==> config.mk <==
export PLATFORM = sky130hd
export DESIGN_NAME = pcrvd_regs
export DESIGN_NICKNAME = d
export VERILOG_FILES = /design/src/hw/pcrvd_pkg.sv /design/src/hw/pcrvd_checksum.sv /design/src/hw/pcrvd_regs.sv
export SDC_FILE = /design/constraint.sdc
export NUM_CORES = 1
export LEC_CHECK = 0
export BUFFER_PORTS_ARGS = -buffer_cell sky130_fd_sc_hd__buf_2
export CAP_MARGIN = 40
export CORE_MARGIN = 2
export CORE_UTILIZATION = 55
export DETAILED_ROUTE_END_ITERATION = 12
export PLACE_DENSITY = 0.8
export SLEW_MARGIN = 10
export SYNTH_ARGS = -nofsm -noshare
export SYNTH_HDL_FRONTEND = slang
export SYNTH_SLANG_ARGS = --single-unit
==> constraint.sdc <==
create_clock -name sys_clk -period 4.2 [get_ports sys_clk]
set_input_delay 0.21 -clock sys_clk [delete_from_list [all_inputs] [get_ports sys_clk]]
set_output_delay 0.21 -clock sys_clk [all_outputs]
set_load 0.03 [all_outputs]
==> src/hw/pcrvd_pkg.sv <==
package pcrvd_pkg;
    // ==========================================================
    // register offsets and pages
    // ==========================================================
    localparam logic [7:0] PAGE_SELECT_OFS     = 8'h00;
    localparam logic [7:0] VD_CFG1_OFS         = 8'h1E;
    localparam logic [7:0] VD_CFG2_OFS         = 8'h1F;
    localparam logic [7:0] POWER_CFG_OFS       = 8'h75;
    localparam logic [7:0] CHECKSUM_OFS        = 8'h7E;
    localparam logic [7:0] LAST_OFS            = 8'h7F;
    localparam logic [7:0] COEF_FIRST_OFS      = 8'h08;
    localparam logic [7:0] PAGE_ZERO           = 8'h00;
    localparam logic [7:0] PAGE_ONE            = 8'h01;
    localparam logic [7:0] COEF_PAGE_LO        = 8'h02;
    localparam logic [7:0] COEF_PAGE_HI        = 8'h04;
    // ==========================================================
    // reset values
    // ==========================================================
    localparam logic [7:0] PAGE_SELECT_RST     = 8'h00;
    localparam logic [7:0] VD_CFG1_RST         = 8'h20;
    localparam logic [7:0] VD_CFG2_RST         = 8'h08;
    localparam logic [7:0] POWER_CFG_RST       = 8'h00;
    localparam logic [7:0] CHECKSUM_RST        = 8'h00;
    // writable bits of the second config; 5 and 2-0 read as reset
    localparam logic [7:0] VD_CFG2_WMASK       = 8'hD8;
    // ==========================================================
    // field positions
    // ==========================================================
    localparam int POLICY_HI   = 7;
    localparam int POLICY_LO   = 6;
    localparam int CHAN_HI     = 5;
    localparam int CHAN_LO     = 4;
    localparam int CLKSRC_HI   = 3;
    localparam int CLKSRC_LO   = 2;
    localparam int FREQ_HI     = 1;
    localparam int FREQ_LO     = 0;
    localparam int DET_EN_BIT  = 0;
    localparam int CONV_ON_BIT = 6;
    // ==========================================================
    // field encodings
    // ==========================================================
    typedef enum logic [1:0] {
        PCRVD_POL_USER     = 2'b00,
        PCRVD_POL_DETECT   = 2'b01,
        PCRVD_POL_DET_UP   = 2'b10,
        PCRVD_POL_DET_DOWN = 2'b11
    } pcrvd_policy_type;
    typedef enum logic [1:0] {
        PCRVD_CLK_OSC    = 2'b00,
        PCRVD_CLK_BIT    = 2'b01,
        PCRVD_CLK_MASTER = 2'b10,
        PCRVD_CLK_CUSTOM = 2'b11
    } pcrvd_clksrc_type;
endpackage

==> src/hw/pcrvd_checksum.sv <==
`timescale 1ns/10ps
`default_nettype none
// ==========================================================
// running transaction checksum
// ==========================================================
module pcrvd_checksum
(
    // clock and reset
    input  wire logic       sys_clk,
    input  wire logic       reset,
    // write strobes
    input  wire logic       load_en,
    input  wire logic       accum_en,
    input  wire logic [7:0] wr_data,
    // running value
    output logic      [7:0] sum_q
);
    import pcrvd_pkg::*;

    // preload wins over accumulation; they never coincide anyway
    always_ff @(posedge sys_clk)
    begin
        if (reset)
            sum_q <= CHECKSUM_RST;
        else if (load_en)
            sum_q <= wr_data;
        else if (accum_en)
            sum_q <= 8'(sum_q + wr_data);
    end
endmodule
`default_nettype wire

==> src/hw/pcrvd_regs.sv <==
`timescale 1ns/10ps
`default_nettype none
// ==========================================================
// paged configuration registers with voice-detect setup
// ==========================================================
module pcrvd_regs
(
    // clock and reset
    input  wire logic                         sys_clk,
    input  wire logic                         reset,
    // register access from the serial-control front end
    input  wire logic                         reg_wr,
    input  wire logic                         reg_rd,
    input  wire logic                         reg_autoinc,
    input  wire logic [7:0]                   reg_addr,
    input  wire logic [7:0]                   reg_wdata,
    output logic      [7:0]                   reg_rdata,
    output logic                              reg_rvalid,
    output logic      [7:0]                   reg_next_addr,
    // page and checksum state
    output logic      [7:0]                   cur_page,
    output logic      [7:0]                   checksum,
    // detector configuration
    output pcrvd_pkg::pcrvd_policy_type       detect_power_policy,
    output logic      [1:0]                   detect_channel_select,
    output pcrvd_pkg::pcrvd_clksrc_type       detect_clock_source,
    output logic      [1:0]                   detect_ext_clock_freq,
    output logic                              detect_clk_follow_main,
    output logic      [7:0]                   detect_config_2,
    // power control
    output logic                              detect_enable,
    output logic                              converter_power_on
);
    import pcrvd_pkg::*;

    // ==========================================================
    // storage
    // ==========================================================
    logic [7:0] page_q;          // current page selector
    logic [7:0] cfg1_q;          // first detector configuration
    logic [7:0] cfg2_q;          // second detector configuration
    logic [7:0] pwr_q;           // page-0 power configuration
    logic [7:0] sum_w;           // checksum from the accumulator
    logic [7:0] rdata_q;         // registered read data
    logic       rvalid_q;        // read answer strobe
    logic [7:0] next_addr_q;     // address after this access
    logic [7:0] page_d;          // page after this access

    // ==========================================================
    // decode helpers
    // ==========================================================
    // true when offset addr on page pg is the given location
    function automatic logic hit(input logic [7:0] pg, input logic [7:0] addr,
                                 input logic [7:0] want_pg, input logic [7:0] want_ofs);
        hit = (pg == want_pg) && (addr == want_ofs);
    endfunction

    logic wr_page;               // page selector write, any page
    logic wr_sum;                // checksum write, page 0
    logic wr_cfg1;               // first config write
    logic wr_cfg2;               // second config write
    logic wr_pwr;                // power config write
    logic coef_page;             // page with page-wrapping auto-increment
    logic wrap;                  // auto-increment access at last offset of a coefficient page wraps

    // page selector sits at offset zero whatever the page
    assign wr_page   = reg_wr && (reg_addr == PAGE_SELECT_OFS);
    assign wr_sum    = reg_wr && hit(page_q, reg_addr, PAGE_ZERO, CHECKSUM_OFS);
    assign wr_cfg1   = reg_wr && hit(page_q, reg_addr, PAGE_ONE, VD_CFG1_OFS);
    assign wr_cfg2   = reg_wr && hit(page_q, reg_addr, PAGE_ONE, VD_CFG2_OFS);
    assign wr_pwr    = reg_wr && hit(page_q, reg_addr, PAGE_ZERO, POWER_CFG_OFS);
    assign coef_page = (page_q >= COEF_PAGE_LO) && (page_q <= COEF_PAGE_HI);
    assign wrap      = reg_autoinc && coef_page && (reg_addr == LAST_OFS);

    // ==========================================================
    // checksum accumulator
    // ==========================================================
    // every write other than the checksum itself feeds it, on all pages;
    // writes to reserved offsets still count, the host owns that risk
    pcrvd_checksum u_checksum
    (
        .sys_clk  (sys_clk),
        .reset    (reset),
        .load_en  (wr_sum),
        .accum_en (reg_wr && !wr_sum),
        .wr_data  (reg_wdata),
        .sum_q    (sum_w)
    );

    // ==========================================================
    // page selector
    // ==========================================================
    always_comb
    begin
        page_d = page_q;
        if (wr_page)
            page_d = reg_wdata;
        else if ((reg_wr || reg_rd) && wrap)
            page_d = 8'(page_q + 8'h01);
    end

    // reset puts the host back on page zero
    always_ff @(posedge sys_clk)
    begin
        if (reset)
            page_q <= PAGE_SELECT_RST;
        else
            page_q <= page_d;
    end

    // ==========================================================
    // auto-increment address
    // ==========================================================
    // the front end takes this as its next offset for burst transfers
    always_ff @(posedge sys_clk)
    begin
        if (reset)
            next_addr_q <= PAGE_SELECT_OFS;
        else if (reg_wr || reg_rd)
        begin
            if (wrap)
                next_addr_q <= COEF_FIRST_OFS;
            else
                next_addr_q <= 8'(reg_addr + 8'h01);
        end
    end

    // ==========================================================
    // detector configuration
    // ==========================================================
    // unlisted page-1 offsets hold no storage; host must not write them
    always_ff @(posedge sys_clk)
    begin
        if (reset)
            cfg1_q <= VD_CFG1_RST;
        else if (wr_cfg1)
            cfg1_q <= reg_wdata;
    end

    // read-only bits keep reset value so reads stay stable
    always_ff @(posedge sys_clk)
    begin
        if (reset)
            cfg2_q <= VD_CFG2_RST;
        else if (wr_cfg2)
            cfg2_q <= (reg_wdata & VD_CFG2_WMASK) | (VD_CFG2_RST & ~VD_CFG2_WMASK);
    end

    // ==========================================================
    // page-0 power configuration
    // ==========================================================
    always_ff @(posedge sys_clk)
    begin
        if (reset)
            pwr_q <= POWER_CFG_RST;
        else if (wr_pwr)
            pwr_q <= reg_wdata;
    end

    // ==========================================================
    // read path
    // ==========================================================
    // one-cycle latency; unmapped offsets read as zero
    always_ff @(posedge sys_clk)
    begin
        if (reset)
        begin
            rdata_q  <= 8'h00;
            rvalid_q <= 1'b0;
        end
        else
        begin
            rvalid_q <= reg_rd;
            if (!reg_rd)
                rdata_q <= rdata_q;
            else if (reg_addr == PAGE_SELECT_OFS)
                rdata_q <= page_q;
            else if (hit(page_q, reg_addr, PAGE_ZERO, CHECKSUM_OFS))
                rdata_q <= sum_w;
            else if (hit(page_q, reg_addr, PAGE_ZERO, POWER_CFG_OFS))
                rdata_q <= pwr_q;
            else if (hit(page_q, reg_addr, PAGE_ONE, VD_CFG1_OFS))
                rdata_q <= cfg1_q;
            else if (hit(page_q, reg_addr, PAGE_ONE, VD_CFG2_OFS))
                rdata_q <= cfg2_q;
            else
                rdata_q <= 8'h00;
        end
    end

    // ==========================================================
    // registered field outputs
    // ==========================================================
    // decoded copies lag the storage by one cycle, keeping outputs flopped
    always_ff @(posedge sys_clk)
    begin
        if (reset)
        begin
            // cfg1 field copies start from the packed reset word; the follow flag and power bits are hand-typed zeros
            detect_power_policy    <= pcrvd_policy_type'(VD_CFG1_RST[POLICY_HI:POLICY_LO]);
            detect_channel_select  <= VD_CFG1_RST[CHAN_HI:CHAN_LO];
            detect_clock_source    <= pcrvd_clksrc_type'(VD_CFG1_RST[CLKSRC_HI:CLKSRC_LO]);
            detect_ext_clock_freq  <= VD_CFG1_RST[FREQ_HI:FREQ_LO];
            detect_clk_follow_main <= 1'b0;
            detect_config_2        <= VD_CFG2_RST;
            detect_enable          <= 1'b0;
            converter_power_on     <= 1'b0;
            cur_page               <= PAGE_SELECT_RST;
            checksum               <= CHECKSUM_RST;
        end
        else
        begin
            detect_power_policy    <= pcrvd_policy_type'(cfg1_q[POLICY_HI:POLICY_LO]);
            detect_channel_select  <= cfg1_q[CHAN_HI:CHAN_LO];
            detect_clock_source    <= pcrvd_clksrc_type'(cfg1_q[CLKSRC_HI:CLKSRC_LO]);
            detect_ext_clock_freq  <= cfg1_q[FREQ_HI:FREQ_LO];
            detect_clk_follow_main <= (cfg1_q[CLKSRC_HI:CLKSRC_LO] == PCRVD_CLK_CUSTOM);
            detect_config_2        <= cfg2_q;
            detect_enable          <= pwr_q[DET_EN_BIT];
            converter_power_on     <= pwr_q[CONV_ON_BIT];
            cur_page               <= page_q;
            checksum               <= sum_w;
        end
    end

    assign reg_rdata     = rdata_q;
    assign reg_rvalid    = rvalid_q;
    assign reg_next_addr = next_addr_q;
endmodule
`default_nettype wire

After elaboration in Yosys (flattened, before gate mapping). Index checks and enable logic that the tools add are counted. W data, S select, Z words.

Bits in registers: 84. Bits in latches: 0. RAM bits: 0. Bits in read-only memories: 0. Input bits: 21. Output and inout port bits: 52. Logic and storage cells: 60. Memories: 0.

Add/subtract/negate cells: 3. $mul: 0. Divide/modulo/power cells: 0. Order comparisons: 2. Equality and inequality tests: 7. Shifts and indexed selects: 0. Mux-type cells: 10. Bitwise logic cells: 0. Reductions and logical operators: 20.

Operators with widths (number): $mux W8 (10); $eq A8 B7 Y1 const B (3); $add A8 B1 Y8 const B (2); $eq A8 B5 Y1 const B (2); $logic_not A8 Y1 (2); $logic_and A1 B1 Y1 (14); $add A8 B8 Y8 (1); $eq A8 B1 Y1 const B (1); $ge A8 B2 Y1 const B (1); $le A8 B3 Y1 const B (1); $reduce_bool A2 Y1 (2); $eq A2 B2 Y1 const B (1); $logic_not A1 Y1 (1); $logic_or A1 B1 Y1 (1).

Longest topological paths before layout. Gate-level depths: netlist of run 1.

Depth in word-level cells: 7. Depth in mapped cells: 8. Gate-level depth less buffers: 8.

Modules after synthesis. A second synthesis of run 1 with hierarchy kept.

Cell total of the unflattened synthesis: 426. Area, all modules: 3854.9 µm².

Modules (own cells, without submodules): pcrvd_regs (times used 1, cells each 344, area each 3171.8 µm², seq. area each 1521.5 µm²); pcrvd_checksum (times used 1, cells each 82, area each 683.2 µm², seq. area each 160.2 µm²).

Worst setup path after synthesis of run 1. Ideal clock, no wire load.

Path type: flip-flop to flip-flop. Start point: register page_q[7]. End point: register rdata_q[3] (netlist: reg_rdata[3]). Setup time: 0.092 ns. Arrival time: 2.277 ns. Required time: 4.108 ns. Path slack: 1.831 ns. Cell stages (with the launch flop): 7. Path buffers: 1. Clock period less this slack: 2.369 ns. Cell sequence: dfxtp_1 or4_1 clkbuf_2 or3_4 or4_4 o211a_1 nor4_1.

Cells in the longest elaborated chain, start to end: 7. Elaborated cells between the ends (all ways): 11. Classes of those cells: 1 x eq/ne; 5 x mux; 5 x reduce/logical.

Ends and longest elaborated chain: start: declaration (line pcrvd_regs.sv:39) `logic [7:0] page_q;`; start signal: assignment (line pcrvd_regs.sv:108) `page_q <= page_d;`; $eq A8 B1 Y1 (line pcrvd_regs.sv:55) `hit = (pg == want_pg) && (addr == want_ofs);`; $logic_and A1 B1 Y1 (line pcrvd_regs.sv:55); $mux W8 (line pcrvd_regs.sv:184) `else if (hit(page_q, reg_addr, PAGE_ONE, VD_CFG2_OFS))`; $mux W8 (line pcrvd_regs.sv:182) `else if (hit(page_q, reg_addr, PAGE_ONE, VD_CFG1_OFS))`; $mux W8 (line pcrvd_regs.sv:180) `else if (hit(page_q, reg_addr, PAGE_ZERO, POWER_CFG_OFS))`; $mux W8 * (line pcrvd_regs.sv:178) `else if (hit(page_q, reg_addr, PAGE_ZERO, CHECKSUM_OFS))`; $mux W8 * (line pcrvd_regs.sv:176) `else if (reg_addr == PAGE_SELECT_OFS)`; end signal: assignment (line pcrvd_regs.sv:177) `rdata_q <= page_q;`; end signal: assignment (line pcrvd_regs.sv:179) `rdata_q <= sum_w;`; end signal: assignment (line pcrvd_regs.sv:181) `rdata_q <= pwr_q;`; end: declaration (line pcrvd_regs.sv:44) `logic [7:0] rdata_q;`.

Every way passes the cells marked *; elsewhere a longest branch is shown, timed or not. A chain may end at the register's enable or synchronous reset.

Worst setup path after layout of run 1.
Start point: register page_q[1]. End point: register cfg2_q[7].

Cells in the longest elaborated chain, start to end: 3.

Ends and longest elaborated chain: $eq A8 B1 Y1 (line pcrvd_regs.sv:55); $logic_and A1 B1 Y1 (line pcrvd_regs.sv:55); $logic_and A1 B1 Y1 (line pcrvd_regs.sv:70) `assign wr_cfg2 = reg_wr && hit(page_q, reg_addr, PAGE_ONE, VD_CFG2_OFS);`; end signal: assignment (line pcrvd_regs.sv:146) `cfg2_q <= (reg_wdata & VD_CFG2_WMASK) | (VD_CFG2_RST & ~VD_CFG2_WMASK);`; end: declaration (line pcrvd_regs.sv:41) `logic [7:0] cfg2_q;`.

No other way between the ends.

==> results of run 1 <==
==> layer usage <==
| layer | vias up | part of all wire (%) | track usage [%] |
|---|---|---|---|
| met5 | - | 0 | 0 |
| met4 | 0 | 2.1 | 8.38 |
| met3 | 17 | 5.5 | 4.48 |
| met2 | 116 | 48 | 42.2 |
| met1 | 1535 | 45 | 32.3 |
| li1 | 1599 | - | - |
==> registers in the layout, summed over array words and instances (netlist names), 2 cells and up <==
signal	flops
detect_power_policy	2
cfg1_q	8
cfg2_q	4
detect_clock_source	2
cur_page	8
detect_config_2	4
reg_rdata	8
pwr_q	8
detect_ext_clock_freq	2
u_checksum.sum_q	8
page_q	8
detect_channel_select	2
checksum	8
reg_next_addr	8
==> worst max path at each step <==
| stage | start | end |
|---|---|---|
| floorplan | page_q[7] | reg_rdata[3] |
| global placement | page_q[7] | reg_rdata[4] |
| detailed placement | page_q[1] | cfg2_q[7] |
| CTS | page_q[1] | cfg2_q[7] |
| global route | page_q[1] | cfg2_q[7] |
| finish | page_q[1] | cfg2_q[7] |
==> cell usage after synthesis (4+ instances only) <==
| library cell | count |
|---|---|
| o211a_1 | 4 |
| nand3_1 | 25 |
| o21ai_0 | 5 |
| or2_2 | 5 |
| buf_4 | 4 |
| clkbuf_1 | 24 |
| nor3_1 | 9 |
| nor4_1 | 9 |
| a21oi_1 | 21 |
| xnor2_1 | 5 |
| a311oi_1 | 5 |
| inv_1 | 18 |
| a22oi_1 | 4 |
| a211oi_1 | 16 |
| ha_1 | 15 |
| nand2_1 | 28 |
| nor2b_1 | 26 |
| a32oi_1 | 5 |
| a221oi_1 | 4 |
| dfxtp_1 | 84 |
| o211ai_1 | 5 |
| mux2i_1 | 14 |
| nor2_1 | 45 |
==> metrics by stage <==
stage	instances	worst slack, ns	hold WS, ns	area (um2)
floorplan	425	1.83	0.328	3760
global placement	545	1.71	0.441	4100
detailed placement	545	1.57	0.446	4100
CTS	561	1.53	0.169	4300
global route	561	1.39	0.174	4300
finish	561	1.53	0.166	4300
==> kinds of logic (layout without fill, tap and decap cells) <==
logic type | Yosys count | after routing | share of synthesized area (%)
AO/OA/AOI/OAI | 82 | 82 | 15.7
XOR/XNOR | 8 | 8 | 1.87
adder cells (fa/ha/maj) | 16 | 16 | 5.54
buffers and inverters | 49 | 105 | 5.37
flip-flops | 84 | 84 | 44.8
multiplexers | 14 | 14 | 3.74
other | 1 | 4 | 0.100
AND/OR/NAND/NOR | 168 | 168 | 22.8
==> worst max-delay path: stages (launching register included) <==
cell and delay [ns]:
dfxtp_1 0.40, inv_1 0.13, ha_1 0.15, or4bb_1 0.53, or2_2 0.34, nor3_1 0.64, mux2i_1 0.30, nor2_1 0.06
==> area by class of cell <==
cell class                      count  share of cell area (%)
Timing Repair Buffer               71                    8.45
Clock inverter                      7                    1.72
Clock buffer                        9                    2.88
Tap cell                           80                    2.33
Inverter                           18                    1.57
Multi-Input combinational cell    292                    43.9
Sequential cell                    84                    39.1
==> power breakdown <==
group	internal, W	switching (W)
Clock	0.000278	0.000300
Combinational	0.0000729	0.000141
Sequential	0.000820	0.0000193
Total	0.00117	0.000460
==> results.sh, run 1 <==
export IMPL_outcome="complete, no violations"
export IMPL_worst_slew_margin_rel_pct=44.6
export IMPL_drive_gt1_share_pct=20.0
export IMPL_maxSlewViolCount=0
export IMPL_postCtsHoldBufs=0
export IMPL_p_leak_nw=1.80
export IMPL_grt_max_degree=45
export IMPL_grtUsageTotal_pct=25.0
export IMPL_fraction_of_registers_with_async_set_reset_pct=0
export IMPL_yosys_top_cells_area="dfxtp_1 (45%), ha_1 (5.0%), nor2_1 (4.5%)"
export IMPL_port_buffers=68
export IMPL_number_of_setup_violations_in_the_final_report=0
export IMPL_clk_transition_reported_paths_ns=0.09
export IMPL_initial_utilization_pct=56.1
export IMPL_layout_area_overhead_vs_synth_pct=14.5
export IMPL_synth_edff_count=0
export IMPL_first_iter_violations=182
export IMPL_hold_class="in2reg"
export IMPL_core_area_mm2=0.00668
export IMPL_final_nets=513
export IMPL_worst_pin_slew_ns=0.824
export IMPL_gp_congestion=0.861
export IMPL_rr_worst_depth=7
export IMPL_rr_startpoint="page_q[1]"
export IMPL_place_detailed_hpwl_um=6520
export IMPL_post_cts_resize_count=0
export IMPL_yosys_cell_types_count=52
export IMPL_clkLatencyLatePin_ns=0.35
export IMPL_report_final_hold_viol_count=0
export IMPL_synth_seq_cells=84
export IMPL_p_total_w=0.00163
export IMPL_mapped_area_mm2=0.00375
export IMPL_max_vdd_ir_drop_uv=183
export IMPL_tritoncts_clock_tree="yes"
export IMPL_post_route_skew_ns=0.00903
export IMPL_finish_utilization_pct=64.3
export IMPL_yosysTopAreaCellShare_pct=44.8
export IMPL_maxCapViolations=0
export IMPL_area_of_combinational_cells_with_multiple_inputs_mm2=0.00189
export IMPL_grt_pass1_wl_um=14500
export IMPL_most_frequent_cells_in_the_layout="dfxtp_1 (84), buf_2 (68), nor2_1 (45)"
export IMPL_htreeDepth=3
export IMPL_top_level_port_count=73
export IMPL_clkSinkCount=84
export IMPL_seqCellArea_mm2=0.00168
export IMPL_cp_required_ns=4.43
export IMPL_power_density_mw_per_mm2=380
export IMPL_die_h_um=86.6
export IMPL_critPathKind="reg2reg"
export IMPL_layout_commonest_cell="dfxtp_1"
export IMPL_unrepaired_setup_endpoints_after_global_routing="no"
export IMPL_worst_r2r_endpoint="cfg2_q[7]"
export IMPL_postCtsSetupBuffers=0
export IMPL_dieWidth_um=86.6
export IMPL_fmax_mhz=375
export IMPL_holdPathStages=3
export IMPL_arrival_time_reported_for_the_critical_path_endpoint_ns=2.90
export IMPL_ys_flop_type="dfxtp_1"
export IMPL_path_max_fanout=8
export IMPL_final_period_utilization_pct=63.5
export IMPL_antenna_cells_inserted=0
export IMPL_yosys_warnings=0
export IMPL_setup_worst_path_end_class="flip-flop"
export IMPL_period_needed_ns=2.67
export IMPL_wl_um=9200
export IMPL_hold_path_end="pwr_q[0]"
export IMPL_routed_wire_length_per_instance_um=16.4
export IMPL_hp_start="reg_wdata[0]"
export IMPL_postSynthAreaPerCell_um2=8.89
export IMPL_tritoncts_num_buffers=9
export IMPL_postSynthCellCount=422
export IMPL_synthDominantAreaCellType="dfxtp_1"
export IMPL_average_via_count_per_standard_cell=5.82
export IMPL_total_negative_setup_slack_ns=0
export IMPL_ff2ff_setup_slack_ns=1.53
export IMPL_layout_filler_cells=594
export IMPL_detailroute_via_count=3267
export IMPL_floorplan_die_area_mm2=0.00750
export IMPL_ctsLongestPathBuffers=2
export IMPL_drc=0
export IMPL_antenna_found_initial=0
export IMPL_rows=30
export IMPL_ctsRootBufferMaster="clkbuf_8"
export IMPL_synth_seq_area_share_pct=44.8
export IMPL_grt_pass1_vias=2982
export IMPL_worst_setup_path_start_kind="flip-flop"
export IMPL_drt_antenna_violating_nets=0
export IMPL_drt_pre_antenna_iters=5
export IMPL_grt_overflow_total=0
Note: power is estimated with default switching activity, not from simulation.
==> run 2: changes to the inputs <==
--- a/config.mk
+++ b/config.mk
@@ -8,9 +8,9 @@
 export BUFFER_PORTS_ARGS = -buffer_cell sky130_fd_sc_hd__buf_2
 export CAP_MARGIN = 40
 export CORE_MARGIN = 2
-export CORE_UTILIZATION = 55
+export CORE_UTILIZATION = 49
 export DETAILED_ROUTE_END_ITERATION = 12
-export PLACE_DENSITY = 0.8
+export PLACE_DENSITY = 0.75
 export SLEW_MARGIN = 10
 export SYNTH_ARGS = -nofsm -noshare
 export SYNTH_HDL_FRONTEND = slang
==> constraint.sdc (replaced) <==
create_clock -name sys_clk -period 2.2 [get_ports sys_clk]
set_input_delay 0.11 -clock sys_clk [delete_from_list [all_inputs] [get_ports sys_clk]]
set_output_delay 0.11 -clock sys_clk [all_outputs]
set_load 0.03 [all_outputs]
==> run 2 against run 1 <==
Clock skew about the same. Cell count increased by 9.3%. Worst hold slack lost 0.11 ns. The run now ends with negative setup slack left. Global-route usage fell by 1.5 points. Sequential power rose by 91%. Die area grew 12%. Combinational power increased by 100%. Highest routed layer unchanged. First-iteration DRC count up 57%. Sequential share of layout area fell by 2.9 points.
==> results.sh, run 2 (synthesized netlist as in run 1, its figures left out) <==
export IMPL_outcome="finished, violations left"
export IMPL_violations="negative setup slack"
export IMPL_initial_utilization_pct=51.2
export IMPL_routed_wire_length_per_instance_um=16.2
export IMPL_number_of_setup_violations_in_the_final_report=5
export IMPL_clkSinkCount=84
export IMPL_most_frequent_cells_in_the_layout="dfxtp_1 (84), buf_2 (68), nor2_1 (45)"
export IMPL_first_iter_violations=285
export IMPL_power_density_mw_per_mm2=682
export IMPL_unrepaired_setup_endpoints_after_global_routing="yes"
export IMPL_grt_pass1_wl_um=15500
export IMPL_critPathKind="reg2reg"
export IMPL_hold_class="in2reg"
export IMPL_wl_um=9930
export IMPL_top_level_port_count=73
export IMPL_maxSlewViolCount=0
export IMPL_maxCapViolations=0
export IMPL_grt_overflow_total=0
export IMPL_layout_area_overhead_vs_synth_pct=23.6
export IMPL_report_final_hold_viol_count=0
export IMPL_core_area_mm2=0.00733
export IMPL_drive_gt1_share_pct=26.7
export IMPL_post_route_skew_ns=0.00945
export IMPL_worst_setup_path_start_kind="flip-flop"
export IMPL_floorplan_die_area_mm2=0.00837
export IMPL_seqCellArea_mm2=0.00168
export IMPL_ctsRootBufferMaster="clkbuf_8"
export IMPL_max_vdd_ir_drop_uv=268
export IMPL_p_leak_nw=1.98
export IMPL_tritoncts_clock_tree="yes"
export IMPL_grt_pass1_vias=3155
export IMPL_rows=31
export IMPL_setup_slack_ns=-0.0977
export IMPL_layout_commonest_cell="dfxtp_1"
export IMPL_antenna_found_initial=0
export IMPL_layout_filler_cells=655
export IMPL_setup_worst_path_end_class="flip-flop"
export IMPL_final_nets=546
export IMPL_drt_antenna_violating_nets=0
export IMPL_worst_slew_margin_rel_pct=48.0
export IMPL_die_h_um=91.5
export IMPL_gp_congestion=0.923
export IMPL_path_max_fanout=4
export IMPL_arrival_time_reported_for_the_critical_path_endpoint_ns=2.57
export IMPL_average_via_count_per_standard_cell=5.64
export IMPL_cp_required_ns=2.47
export IMPL_grtUsageTotal_pct=23.5
export IMPL_tritoncts_num_buffers=9
export IMPL_period_needed_ns=2.30
export IMPL_drc=0
export IMPL_grt_max_degree=43
export IMPL_detailroute_via_count=3457
export IMPL_htreeDepth=3
export IMPL_place_detailed_hpwl_um=6930
export IMPL_clkLatencyLatePin_ns=0.36
export IMPL_postCtsHoldBufs=0
export IMPL_fmax_mhz=435
export IMPL_antenna_cells_inserted=0
export IMPL_worst_hold_slack_ns=0.0546
export IMPL_worst_pin_slew_ns=0.780
export IMPL_ctsLongestPathBuffers=2
export IMPL_dieWidth_um=91.5
export IMPL_clk_transition_reported_paths_ns=0.09
export IMPL_port_buffers=68
export IMPL_place_area_mm2=0.00431
export IMPL_final_cell_area_mm2=0.00464
export IMPL_drt_pre_antenna_iters=6
export IMPL_detailedPlace_worstSlack_ns=-0.0899
export IMPL_total_negative_setup_slack_ns=-0.288
export IMPL_final_period_utilization_pct=104
export IMPL_area_of_combinational_cells_with_multiple_inputs_mm2=0.00192
-- run 2: worst max-delay path, stage by stage, from the launching register on --
cell and delay [ns]:
dfxtp_1 0.32, or4_4 0.54, or3_4 0.38, or4_4 0.53, o211a_1 0.23, nor4_1 0.21
-- run 2: worst paths after layout --
kind / end / start / slack, ns / cells after the start
worst max-delay path: reg_rdata[3] / page_q[7] / -0.1 / 5
worst min-delay path: cfg1_q[5] / reg_wdata[5] / 0.05 / 2
worst max register to register: reg_rdata[3] / page_q[7] / -0.1 / 5
worst min register to register: reg_next_addr[1] / reg_next_addr[1] / 0.46 / 2
-- run 2: repair_timing --
action | 4_1_cts | 5_1_grt
endpoints found under the hold margin | 0 | 0
resized for setup | 3 | 9
endpoints found under the setup margin | 11 | 25
pin swaps | 1 | 8
buffers inserted | 0 | 8
-- run 2: power breakdown --
group | switching (W) | internal [W]
clock | 0.000593 | 0.000537
combinational | 0.000282 | 0.000151
sequential | 0.0000344 | 0.00157
total | 0.000910 | 0.00225
-- run 2: stage by stage --
| step | std cells | utilization (%) | power [W] |
|---|---|---|---|
| 4_1_cts | 605 | 61.7 | 0.00317 |
| 3_3_place_gp | 589 | 58.8 | 0.00204 |
| 2_1_floorplan | 425 | - | 0.00192 |
| 3_5_place_dp | 589 | 58.8 | 0.00205 |
| 5_1_grt | 613 | 63.3 | 0.00329 |
| 6_report | 613 | 63.3 | 0.00316 |
-- run 2: cell type report --
cell class	instances	area share [%]
clock buffers	10	2.75
flip-flops and latches	84	36.3
well taps	99	2.67
multi-input cells	292	41.5
clock inverters	6	1.57
inverters	18	1.46
repair buffers	104	13.8
-- run 2: metal layers --
layer / routed length (um) / share of wire [%] / GRT usage, % / vias to the layer above
met4: 214 / 2.2 / 9.97 / 0
met1: 4300 / 43 / 31.3 / 1604
li1: - / - / - / 1664
met5: 0 / 0 / 0 / -
met2: 4600 / 46 / 37.1 / 171
met3: 817 / 8.2 / 4.48 / 18
==> run 3: changes to the inputs <==
--- a/config.mk
+++ b/config.mk
@@ -7,6 +7,7 @@
 export LEC_CHECK = 0
 export BUFFER_PORTS_ARGS = -buffer_cell sky130_fd_sc_hd__buf_2
 export CAP_MARGIN = 40
+export CORE_ASPECT_RATIO = 0.8
 export CORE_MARGIN = 2
 export CORE_UTILIZATION = 49
 export DETAILED_ROUTE_END_ITERATION = 12
==> constraint.sdc (replaced) <==
create_clock -name sys_clk -period 2.2 [get_ports sys_clk]
set_input_delay 0.22 -clock sys_clk [delete_from_list [all_inputs] [get_ports sys_clk]]
set_output_delay 0.22 -clock sys_clk [all_outputs]
set_load 0.03 [all_outputs]
==> run 3 against run 2 <==
Largest power group unchanged. Highest routed layer unchanged. Via count fell by 0.84%. Die area is essentially flat. Critical path depth rose by 2. The flow still finishes with violations (negative setup slack). Global-route usage increased by 0.70 points. Cell count did not move. Non-clock buffer count fell by 6.
==> results.sh, run 3 (synthesized netlist as in run 1, its figures left out) <==
export IMPL_dpl_cell_count=595
export IMPL_clkLatencyLatePin_ns=0.36
export IMPL_hold_class="in2reg"
export IMPL_setup_slack_ns=-0.0397
export IMPL_layout_cells_non_filler=613
export IMPL_port_buffers=68
export IMPL_layout_commonest_cell="dfxtp_1"
export IMPL_number_of_setup_violations_in_the_final_report=3
export IMPL_dieWidth_um=102
export IMPL_outcome="finished, violations left"
export IMPL_power_density_mw_per_mm2=703
export IMPL_antenna_cells_inserted=0
export IMPL_p_int_w=0.00239
export IMPL_path_max_fanout=3
export IMPL_drt_pre_antenna_iters=5
export IMPL_fmax_mhz=446
export IMPL_core_area_mm2=0.00743
export IMPL_drc=0
export IMPL_critical_path_top_cell_by_count="or4_4"
export IMPL_gp_congestion=0.904
export IMPL_p_leak_nw=1.98
export IMPL_final_nets=540
export IMPL_ctsRootBufferMaster="clkbuf_8"
export IMPL_rows=28
export IMPL_place_area_mm2=0.00433
export IMPL_critical_path_top_delay_family="simple AND/OR/NAND/NOR gates"
export IMPL_first_iter_violations=242
export IMPL_grtUsageTotal_pct=24.2
export IMPL_layout_area_overhead_vs_synth_pct=24.4
export IMPL_comb_power_share_pct=13.3
export IMPL_drive_gt1_share_pct=26.8
export IMPL_post_route_skew_ns=0.00587
export IMPL_floorplan_die_area_mm2=0.00838
export IMPL_htreeDepth=3
export IMPL_final_period_utilization_pct=102
export IMPL_arrival_time_reported_for_the_critical_path_endpoint_ns=2.48
export IMPL_unrepaired_setup_endpoints_after_global_routing="yes"
export IMPL_maxSlewViolCount=0
export IMPL_top_level_port_count=73
export IMPL_clkSinkCount=84
export IMPL_share_clk_of_total_power_pct=37.8
export IMPL_drt_antenna_violating_nets=0
export IMPL_grt_overflow_total=0
export IMPL_maxCapViolations=0
export IMPL_critPathMaxStageDelay_ns=0.56
export IMPL_most_frequent_cells_in_the_layout="dfxtp_1 (83), buf_2 (68), nor2_1 (45)"
export IMPL_die_h_um=82.3
export IMPL_power_frac_seq_pct=49.0
export IMPL_worst_pin_slew_ns=0.634
export IMPL_period_needed_ns=2.24
export IMPL_p_switching_w=0.000888
export IMPL_tritoncts_num_buffers=9
export IMPL_max_vdd_ir_drop_uv=374
export IMPL_initial_utilization_pct=50.5
export IMPL_power_switching_share_pct=27.1
export IMPL_final_cell_area_mm2=0.00467
export IMPL_worst_slew_margin_rel_pct=57.2
export IMPL_clk_transition_reported_paths_ns=0.08
export IMPL_grt_pass1_wl_um=15600
export IMPL_critPathKind="reg2reg"
export IMPL_detailedPlace_worstSlack_ns=-0.179
export IMPL_worst_setup_path_start_kind="flip-flop"
export IMPL_report_final_hold_viol_count=0
export IMPL_cpMaxStageDelayCell="or4_4"
export IMPL_ctsLongestPathBuffers=2
export IMPL_crit_buf_inv=2
export IMPL_wl_um=9700
export IMPL_average_via_count_per_standard_cell=5.59
export IMPL_cp_required_ns=2.44
export IMPL_grt_max_degree=72
export IMPL_crit_chain="or4_4 > buf_4 > or4_4 > nor3_4 > buf_6 > mux2i_2 > a211oi_2"
export IMPL_routed_wire_length_per_instance_um=15.8
export IMPL_antenna_found_initial=0
export IMPL_setup_worst_path_end_class="flip-flop"
export IMPL_grt_pass1_vias=3191
export IMPL_place_detailed_hpwl_um=6890
export IMPL_tritoncts_clock_tree="yes"
export IMPL_violations="negative setup slack"
export IMPL_detailroute_via_count=3428
==> run 3: changes by cell type in the layout (fill, tap and decap cells not counted), moves of 2 or more <==
cell,previous run,this run
nor4_1,6,4
nor3_2,2,0
a211oi_2,0,2
buf_4,33,26
nor4_2,3,5
a211oi_1,16,14
==> run 3: power groups by stage <==
stage / Clock [W] / Sequential [W] / Combinational, W
2_1_floorplan: 0 / 0.00168 / 0.000241
3_3_place_gp: 0 / 0.00164 / 0.000408
3_5_place_dp: 0 / 0.00164 / 0.000418
4_1_cts: 0.00126 / 0.00160 / 0.000423
5_1_grt: 0.00131 / 0.00161 / 0.000474
6_report: 0.00124 / 0.00161 / 0.000435
==> run 3: per-stage QoR <==
stage | hold WS (ns) | power, W | TNS (ns) | util, %
global route | 0.160 | 0.00340 | -0.392 | 62.8
global placement | 0.439 | 0.00204 | -0.536 | 58.3
finish | 0.180 | 0.00328 | -0.0758 | 62.8
detailed placement | 0.437 | 0.00206 | -0.823 | 58.3
floorplan | 0.338 | 0.00192 | -0.866 | -
CTS | 0.165 | 0.00329 | -0.0499 | 61.9
==> run 3: layout make-up <==
cell class / count / area [um2]
Tap cell: 105 / 131
Fill cell: 676 / 2760
Multi-Input combinational cell: 292 / 1960
Inverter: 18 / 67.6
Timing Repair Buffer: 98 / 598
Clock inverter: 5 / 83.8
Clock buffer: 11 / 141
Sequential cell: 84 / 1680
==> run 3: path summary, 6_finish.rpt <==
path,start,to,slack [ns],cells after the start
setup / recovery,page_q[7],page_q[1],-0.04,7
hold / removal,reg_wdata[5],cfg1_q[5],0.18,2
hold reg to reg,reg_next_addr[1],reg_next_addr[1],0.45,2
setup reg to reg,page_q[7],page_q[1],-0.04,7
==> run 3: per-layer routing <==
metal,global-route usage (%),share of wire [%],vias up
met2,39.0,46,138
met4,6.93,1.5,0
met5,0,0,-
met1,32.3,46,1624
li1,-,-,1646
met3,6.23,6.8,20
==> run 3: timing repair <==
action / CTS / global route
hold buffers: 0 / 0
setup buffers: 0 / 2
pin swaps: 7 / 5
resized for setup: 8 / 10
setup endpoints to repair: 14 / 17
